==> config.mk <==
export PLATFORM = sky130hd
export DESIGN_NAME = interrupt_request_and_edge_ctrl
export DESIGN_NICKNAME = d
export VERILOG_FILES = /design/src/interrupt_request_and_edge_ctrl.v
export VERILOG_INCLUDE_DIRS = /design/src
export SDC_FILE = /design/constraint.sdc
export NUM_CORES = 1
export LEC_CHECK = 0
export BUFFER_PORTS_ARGS = -buffer_cell sky130_fd_sc_hd__buf_2
export CAP_MARGIN = 20
export CORE_MARGIN = 2
export CORE_UTILIZATION = 47
export DETAILED_ROUTE_END_ITERATION = 16
export PLACE_DENSITY = 0.79
export SYNTH_ARGS = -nofsm -noshare
export SYNTH_HDL_FRONTEND = slang
export SYNTH_SLANG_ARGS = --single-unit
==> constraint.sdc <==
create_clock -name hclk -period 2.3 [get_ports hclk]
set_clock_uncertainty 0.1 [all_clocks]
set_input_delay 0.345 -clock hclk [delete_from_list [all_inputs] [get_ports hclk]]
set_output_delay 0.345 -clock hclk [all_outputs]
set_load 0.02 [all_outputs]
==> src/irq_ctrl_regs.vh <==
// register offsets, field positions, reset values and vectors
// assumes a word-wide register bus, each register index times four
// What this block does
// - every peripheral source event sets its own request flag
// - flag register A: 8 rw bits, reset zero, lines, timers, converter
// - flag register B: wakeup, serial, uart rx, uart tx, management; 7:5 zero
// - nothing is dispatched unless global enable, bit 7, is one
// - accepted request loads its vector and deepens the stack one level
// - external line edges set the flag only while its enable is one
// - line A vectors to 0x09, line B to 0x0A
// - edge matching the select during power-down is latched, served first
// - 2-bit edge selects: 01 rise, 10 fall, 11 both; reset 10
// - basic timer overflow sets its flag regardless of its enable
// - disabled basic timer still flags but never vectors
// - basic timer vectors to 0x0B
// - stack register: global enable bit 7, pointer bits 2:0 reset 111
// - entry clears global enable, return sets it again
// - context saved in the same cycle as the vector take, restored on return
// - dispatch needs both enable and flag; enable blocks only the line A and B flags
`ifndef IRQ_CTRL_REGS_VH
`define IRQ_CTRL_REGS_VH

// register indices; byte address is four times the index
`define IDX_FLAGS_A 8'h97
`define IDX_FLAGS_B 8'h98
`define IDX_ENABLE_A 8'h9A
`define IDX_ENABLE_B 8'h9B
`define IDX_EDGE_SEL 8'h9F
`define IDX_STACK 8'hEF

`define RST_FLAGS 8'h00
`define RST_EDGE_SEL 4'hA
`define RST_STACK_PTR 3'h7
`define FLAGS_B_MASK 8'h1F
`define EDGE_SEL_MASK 8'h0F

// edge select codes
`define EDGE_RISE 2'h1
`define EDGE_FALL 2'h2
`define EDGE_BOTH 2'h3

`define GIE_BIT 7
`define LVD_LOW_BIT 6
`define LVD_HIGH_BIT 5

// vectors, one per source, in flag order except wakeup at 0x08
`define VEC_LINE_A 8'h09
`define VEC_LINE_B 8'h0A
`define VEC_BASIC_TIMER 8'h0B
`define VEC_TC_A 8'h0C
`define VEC_TC_B 8'h0D
`define VEC_TC_C 8'h0E
`define VEC_CAPTURE 8'h0F
`define VEC_ADC 8'h10
`define VEC_SERIAL 8'h11
`define VEC_UART_RX 8'h12
`define VEC_UART_TX 8'h13
`define VEC_MGMT 8'h14
`define VEC_WAKEUP 8'h08

`endif

==> src/interrupt_request_and_edge_ctrl.v <==
// interrupt request flags, enables, edge select, stack and dispatch
// assumes an AHB-Lite master on hclk and a core that takes vectors
// only at instruction boundaries flagged by core_ready
//
// Added by the designer: the AHB-Lite slave port.
`timescale 1ns/1ps
`default_nettype none
`include "irq_ctrl_regs.vh"

module interrupt_request_and_edge_ctrl (
    input wire hclk,
    input wire hresetn,
    input wire hsel,
    input wire [31:0] haddr,
    input wire [1:0] htrans,
    input wire hwrite,
    input wire [2:0] hsize,
    input wire [31:0] hwdata,
    input wire hready,
    output wire hreadyout,
    output wire hresp,
    output reg [31:0] hrdata,
    input wire ext_line_a,
    input wire ext_line_b,
    input wire power_down,
    input wire [5:0] periph_event_a,
    input wire [4:0] periph_event_b,
    input wire low_voltage_flag_low,
    input wire low_voltage_flag_high,
    input wire core_ready,
    input wire return_from_irq_instr,
    output reg irq_take,
    output reg [7:0] irq_vector,
    output reg save_context,
    output reg restore_context
);

    // edge test shared by both external lines
    function edge_hit;
        input [1:0] sel;
        input prev;
        input cur;
        begin
            case (sel)
                `EDGE_RISE: edge_hit = !prev && cur;
                `EDGE_FALL: edge_hit = prev && !cur;
                `EDGE_BOTH: edge_hit = prev ^ cur;
                default: edge_hit = 1'b0;
            endcase
        end
    endfunction

    // register index decode from a byte address
    function [7:0] reg_index;
        input [31:0] addr;
        begin
            reg_index = addr[9:2];
        end
    endfunction

    reg [7:0] irq_flags_a;
    reg [4:0] irq_flags_b;
    reg [7:0] enable_a;
    reg [4:0] enable_b;
    reg [3:0] ext_edge_select;
    reg global_irq_enable;
    reg [2:0] stack_pointer_bits;
    reg [1:0] wake_latch;

    reg [1:0] sync_a;
    reg [1:0] sync_b;
    reg [1:0] prev_line;

    reg wr_pend;
    reg [7:0] wr_index;
    reg rd_pend;
    reg [7:0] rd_index;

    wire addr_phase;
    wire [1:0] edge_now;
    wire [1:0] edge_take;
    wire [12:0] pending;
    wire dispatch;
    wire wr_flags_a;
    wire wr_flags_b;
    wire wr_stack;

    reg [7:0] next_vector;
    reg [7:0] read_mux;

    // writes never stall; a read waits one cycle so the data comes
    // from a flop after any write just before it has landed
    assign hreadyout = !rd_pend;
    assign hresp = 1'b0;
    assign addr_phase = hsel && hready && htrans[1];

    // address phase capture
    always @(posedge hclk or negedge hresetn) begin
        if (!hresetn) begin
            wr_pend <= 1'b0;
            wr_index <= 8'h00;
            rd_pend <= 1'b0;
            rd_index <= 8'h00;
        end else begin
            wr_pend <= addr_phase && hwrite;
            rd_pend <= addr_phase && !hwrite;
            if (addr_phase) begin
                wr_index <= reg_index(haddr);
                rd_index <= reg_index(haddr);
            end
        end
    end

    assign wr_flags_a = wr_pend && (wr_index == `IDX_FLAGS_A);
    assign wr_flags_b = wr_pend && (wr_index == `IDX_FLAGS_B);
    assign wr_stack = wr_pend && (wr_index == `IDX_STACK);

    // two-flop pin synchronisers, then a third flop for the old level
    always @(posedge hclk or negedge hresetn) begin
        if (!hresetn) begin
            sync_a <= 2'b00;
            sync_b <= 2'b00;
            prev_line <= 2'b00;
        end else begin
            sync_a <= {sync_a[0], ext_line_a};
            sync_b <= {sync_b[0], ext_line_b};
            prev_line <= {sync_b[1], sync_a[1]};
        end
    end

    // reserved select code yields no edge
    assign edge_now[0] = edge_hit(ext_edge_select[1:0],
        prev_line[0], sync_a[1]);
    assign edge_now[1] = edge_hit(ext_edge_select[3:2],
        prev_line[1], sync_b[1]);
    // line edges count only while that line is enabled
    assign edge_take = edge_now & enable_a[1:0];

    // request flags; a set in the cycle of a software clear wins
    always @(posedge hclk or negedge hresetn) begin
        if (!hresetn) begin
            irq_flags_a <= `RST_FLAGS;
            irq_flags_b <= 5'h00;
        end else begin
            irq_flags_a <= (wr_flags_a ? hwdata[7:0] : irq_flags_a)
                | {periph_event_a, edge_take};
            irq_flags_b <= (wr_flags_b ? hwdata[4:0] : irq_flags_b)
                | periph_event_b;
        end
    end

    // enables and edge select, software only
    always @(posedge hclk or negedge hresetn) begin
        if (!hresetn) begin
            enable_a <= 8'h00;
            enable_b <= 5'h00;
            ext_edge_select <= `RST_EDGE_SEL;
        end else if (wr_pend) begin
            if (wr_index == `IDX_ENABLE_A)
                enable_a <= hwdata[7:0];
            if (wr_index == `IDX_ENABLE_B)
                enable_b <= hwdata[4:0];
            if (wr_index == `IDX_EDGE_SEL)
                ext_edge_select <= hwdata[3:0];
        end
    end

    // wake latch: a matching edge while powered down is held until
    // that line has been dispatched, so it goes ahead of all unlatched sources
    always @(posedge hclk or negedge hresetn) begin
        if (!hresetn) begin
            wake_latch <= 2'b00;
        end else begin
            if (dispatch && next_vector == `VEC_LINE_A)
                wake_latch[0] <= 1'b0;
            if (dispatch && next_vector == `VEC_LINE_B)
                wake_latch[1] <= 1'b0;
            if (power_down) begin
                if (edge_take[0])
                    wake_latch[0] <= 1'b1;
                if (edge_take[1])
                    wake_latch[1] <= 1'b1;
            end
        end
    end

    // a source may go only when its flag and its enable are both set
    assign pending = {irq_flags_b & enable_b,
        irq_flags_a & enable_a};

    // vector pick: wake latch first, then the lowest vector
    always @* begin
        next_vector = `VEC_WAKEUP;
        if (wake_latch[0] && pending[0])
            next_vector = `VEC_LINE_A;
        else if (wake_latch[1] && pending[1])
            next_vector = `VEC_LINE_B;
        else if (pending[8])
            next_vector = `VEC_WAKEUP;
        else if (pending[0])
            next_vector = `VEC_LINE_A;
        else if (pending[1])
            next_vector = `VEC_LINE_B;
        else if (pending[2])
            next_vector = `VEC_BASIC_TIMER;
        else if (pending[3])
            next_vector = `VEC_TC_A;
        else if (pending[4])
            next_vector = `VEC_TC_B;
        else if (pending[5])
            next_vector = `VEC_TC_C;
        else if (pending[6])
            next_vector = `VEC_CAPTURE;
        else if (pending[7])
            next_vector = `VEC_ADC;
        else if (pending[9])
            next_vector = `VEC_SERIAL;
        else if (pending[10])
            next_vector = `VEC_UART_RX;
        else if (pending[11])
            next_vector = `VEC_UART_TX;
        else if (pending[12])
            next_vector = `VEC_MGMT;
    end

    // no entry while the core is returning, so the two never collide
    assign dispatch = global_irq_enable && core_ready
        && !return_from_irq_instr && (|pending);

    // stack register; hardware entry and return override a bus write
    always @(posedge hclk or negedge hresetn) begin
        if (!hresetn) begin
            global_irq_enable <= 1'b0;
            stack_pointer_bits <= `RST_STACK_PTR;
        end else if (dispatch) begin
            global_irq_enable <= 1'b0;
            stack_pointer_bits <= stack_pointer_bits - 3'h1;
        end else if (return_from_irq_instr) begin
            global_irq_enable <= 1'b1;
            stack_pointer_bits <= stack_pointer_bits + 3'h1;
        end else if (wr_stack) begin
            global_irq_enable <= hwdata[`GIE_BIT];
            stack_pointer_bits <= hwdata[2:0];
        end
    end

    // core handoff; flags are left set for software to clear
    always @(posedge hclk or negedge hresetn) begin
        if (!hresetn) begin
            irq_take <= 1'b0;
            irq_vector <= 8'h00;
            save_context <= 1'b0;
            restore_context <= 1'b0;
        end else begin
            irq_take <= dispatch;
            save_context <= dispatch;
            restore_context <= return_from_irq_instr;
            if (dispatch)
                irq_vector <= next_vector;
        end
    end

    // read data view of every register; unmapped reads as zero
    always @* begin
        case (rd_index)
            `IDX_FLAGS_A: read_mux = irq_flags_a;
            `IDX_FLAGS_B: read_mux = {3'h0, irq_flags_b};
            `IDX_ENABLE_A: read_mux = enable_a;
            `IDX_ENABLE_B: read_mux = {3'h0, enable_b};
            `IDX_EDGE_SEL: read_mux = {4'h0, ext_edge_select};
            `IDX_STACK: read_mux = {global_irq_enable,
                low_voltage_flag_low, low_voltage_flag_high,
                2'h0, stack_pointer_bits};
            default: read_mux = 8'h00;
        endcase
    end

    // read data loads in the wait cycle and holds until the next read
    always @(posedge hclk or negedge hresetn) begin
        if (!hresetn)
            hrdata <= 32'h00000000;
        else if (rd_pend)
            hrdata <= {24'h000000, read_mux};
    end

endmodule
`default_nettype wire

==> results by group <==
Clock tree
  – CTS Buf Count: 9
  – Hold Buf Count CTS: 3
  – CTS tree: done
  – Clock root buffer: clkbuf_8
  – Postcts setup bufs: 0
  – Gates resized, CTS repair: 0
  – Clock Latency Late Sink: 0.35 ns
  – Clock buffer depth: 2
  – Clk sinks: 67
  – Clk pin slew, worst setup/hold paths: 0.07 ns
  – Htree depth: 3

Cells and area
  – Diode count: 0
  – P&R area growth vs syn: 14.5%
  – Fillers: 661
  – Multi-input gate area: 0.00166 mm2
  – Register area: 0.00168 mm2
  – Commonest non-fill, non-tap cells in the layout: 62 x dfrtp_1, 56 x buf_2, 43 x nand2_1
  – Fraction of layout cells with a size suffix above 1: 0.295
  – Most common cell after layout, fill and taps aside: dfrtp_1
  – Post-layout nets: 497

Floorplan
  – Row cnt: 31
  – Die width: 91.2 um
  – Die area: 0.00831 mm2
  – # IOs: 137
  – Starting Density: 0.490
  – Core ar.: 0.00729 mm2
  – Vert. Die Dim: 91.2 um

Place
  – Pre-CTS setup slack: 0.233 ns
  – DPL Wire Length: 6110 um
  – Gpl congestion: 0.890
  – Buffers on Ports: 56

Detailed routing
  – DR WL/cell: 16.4 um
  – DRC viols: 0
  – DR iter-0 viols: 188
  – Vias per inst: 5.46
  – Antenna Nets Post-Route: 0
  – WL final: 8270 um
  – Vias: 2744
  – Drt first pass iters: 4

STA
  – Least-Margin Pin Slew: 0.518 ns
  – Max Slew Vio Count: 0
  – FMAX: 480 MHz
  – Slew margin rel.: 0.652
  – Setup_tns: 0 ns
  – Final setup violation count: 0
  – Setup ws final: 0.218 ns
  – Crit share post-route: 0.905
  – RSZ-0062 raised after global routing: false
  – Crit path time final: 2.08 ns
  – Hold Fails Final Rpt: 0

Worst hold path
  – WHS Path Cells: 2
  – Hold Crit Start: hwrite
  – Worst Hold Class: in -> reg
  – Worst Hold End: rd_pend

Critical path
  – R2R Path Start: irq_flags_a[1]
  – Critical path peak fanout: 9
  – Worst r2r dst: stack_pointer_bits[0]
  – Arr. time, crit path: 2.25 ns
  – Crit Path Category: reg -> reg
  – Data required, critical path: 2.47 ns
  – Critical Path Start Type: register
  – CP Capture Type: register
  – R2R Setup Slk: 0.22 ns
  – Reg2Reg Depth: 6

Global routing
  – Number of global-route vias before repair: 2718
  – GR Util met3: 0.0639
  – GRT Util Overall: 0.212
  – Layer with the highest usage: met2
  – Met2 Use GR: 0.340
  – Largest net degree at the start of global routing: 68
  – First-pass GRT wire length: 13700 um
  – Grt total ovfl: 0
  – Grt met1 use: 0.281
  – Antenna violations before repair: 0

Logic synthesis
  – Post-synth EDFFs: 0
  – Multiplexer share of the synthesized area: 0.110
  – Mapped Cells: 333
  – Synth unique cells: 54
  – Synth Cell Area: 0.00357 mm2
  – Post-synthesis adder-cell area fraction: 0.0210
  – Yosys reg bits: 67
  – Async SR Flop Fraction: 1.00
  – Syn_area_per_cell: 10.7 um2
  – Compound-Gate Fraction of Synth Area: 0.131
  – Largest family of logic cells by synthesized area: simple AND/OR/NAND/NOR gates
  – Main synth FF type: dfrtp_1
  – Simple-gate share of the synthesized area: 0.172
  – Yosys warns: 0
  – Post-synthesis sequential area ratio: 0.471
  – Xor-xnor portion of the synthesized cell area: 0.00245

Job
  – MaxCap Viol Count: 0

Power and ir drop
  – P_leak: 1.94 nW
  – Maximum VDD drop: 0.362 mV
  – PD cells: 708 mW/mm2

Outcome
  – Status: finished, final reports clean
==> registers in the layout (all words and copies together) (netlist names), 2 cells and up <==
name                flops
enable_a                8
irq_vector              5
hrdata                  8
irq_flags_a             8
wake_latch              2
prev_line               2
enable_b                5
irq_flags_b             5
sync_b                  2
ext_edge_select         4
sync_a                  2
rd_index                8
stack_pointer_bits      3
==> area by class of cell <==
cell class,instances,share of cell area
inverters,11,0.0101
clock inverters,5,0.0129
clock buffers,11,0.0346
repair buffers,67,0.0936
multi-input cells,243,0.407
well taps,99,0.0303
flip-flops and latches,67,0.412
==> through the flow <==
step	hold WS [ns]	cell area, um2	util	power (mW)	cells
floorplan	-0.0506	3670	-	1.79	360
global placement	0.233	3860	0.530	1.91	484
detailed placement	0.236	3860	0.530	1.95	484
CTS	0.0513	4090	0.561	2.92	503
global route	0.0568	4090	0.561	3.05	503
finish	0.0591	4090	0.561	2.90	503
==> metal layers <==
| layer | wire length (um) | vias up |
|---|---|---|
| li1 | - | 1277 |
| met1 | 3490 | 1345 |
| met2 | 3960 | 110 |
| met3 | 726 | 12 |
| met4 | 99 | 0 |
| met5 | 0 | - |
==> how the worst max path moves through the flow <==
stage	start	end	slack, ns
global placement	rd_index[6]	irq_flags_a[3]	0.29
finish	irq_flags_a[1]	stack_pointer_bits[0]	0.22
floorplan	rd_index[6]	enable_a[0]	0.36
CTS	rd_index[6]	irq_flags_a[1]	0.22
detailed placement	rd_index[6]	irq_flags_a[6]	0.23
global route	irq_flags_a[3]	stack_pointer_bits[0]	0.07
==> cell families after synthesis <==
family                     after synthesis
muxes                                   33
other                                    1
and+or+nand+nor                        112
DFF                                     67
adders and majority gates                6
AOI/OAI and AO/OA                       63
buffers and inverters                   50
xor gates and xnor gates                 1
==> synth_stat cells, types with 3 or more instances <==
cell type	n	share of area
dfrtp_1	62	0.43
nand2_1	43	0.045
buf_4	29	0.061
mux2_2	17	0.054
nand3_1	17	0.024
nor2_1	13	0.014
a21oi_1	12	0.017
nand3b_1	11	0.023
a22oi_1	9	0.019
inv_1	9	0.0095
o21ai_0	9	0.013
mux2_4	8	0.034
mux2i_1	8	0.022
a221oi_1	6	0.015
ha_1	6	0.021
and3_1	5	0.0088
buf_2	5	0.0070
dfstp_2	5	0.037
nor3_1	5	0.0070
a21o_1	4	0.0084
a22o_1	4	0.0098
nor2b_1	4	0.0070
a32o_1	3	0.0084
clkbuf_1	3	0.0032
==> critical path, cell delays in order, from the launching register on <==
cell     delay [ns]
dfrtp_1        0.43
a22oi_1        0.34
and4_1         0.28
a41o_1         0.35
inv_2          0.14
nor2_1         0.13
mux2i_1        0.22
==> report_power, final <==
part           switching (mW)  total (mW)  internal (mW)
combinational           0.288       0.505          0.217
clock                   0.439       0.964          0.524
sequential              0.128        1.43           1.30
total                   0.856        2.90           2.04
(Power assumes the default switching activity.)
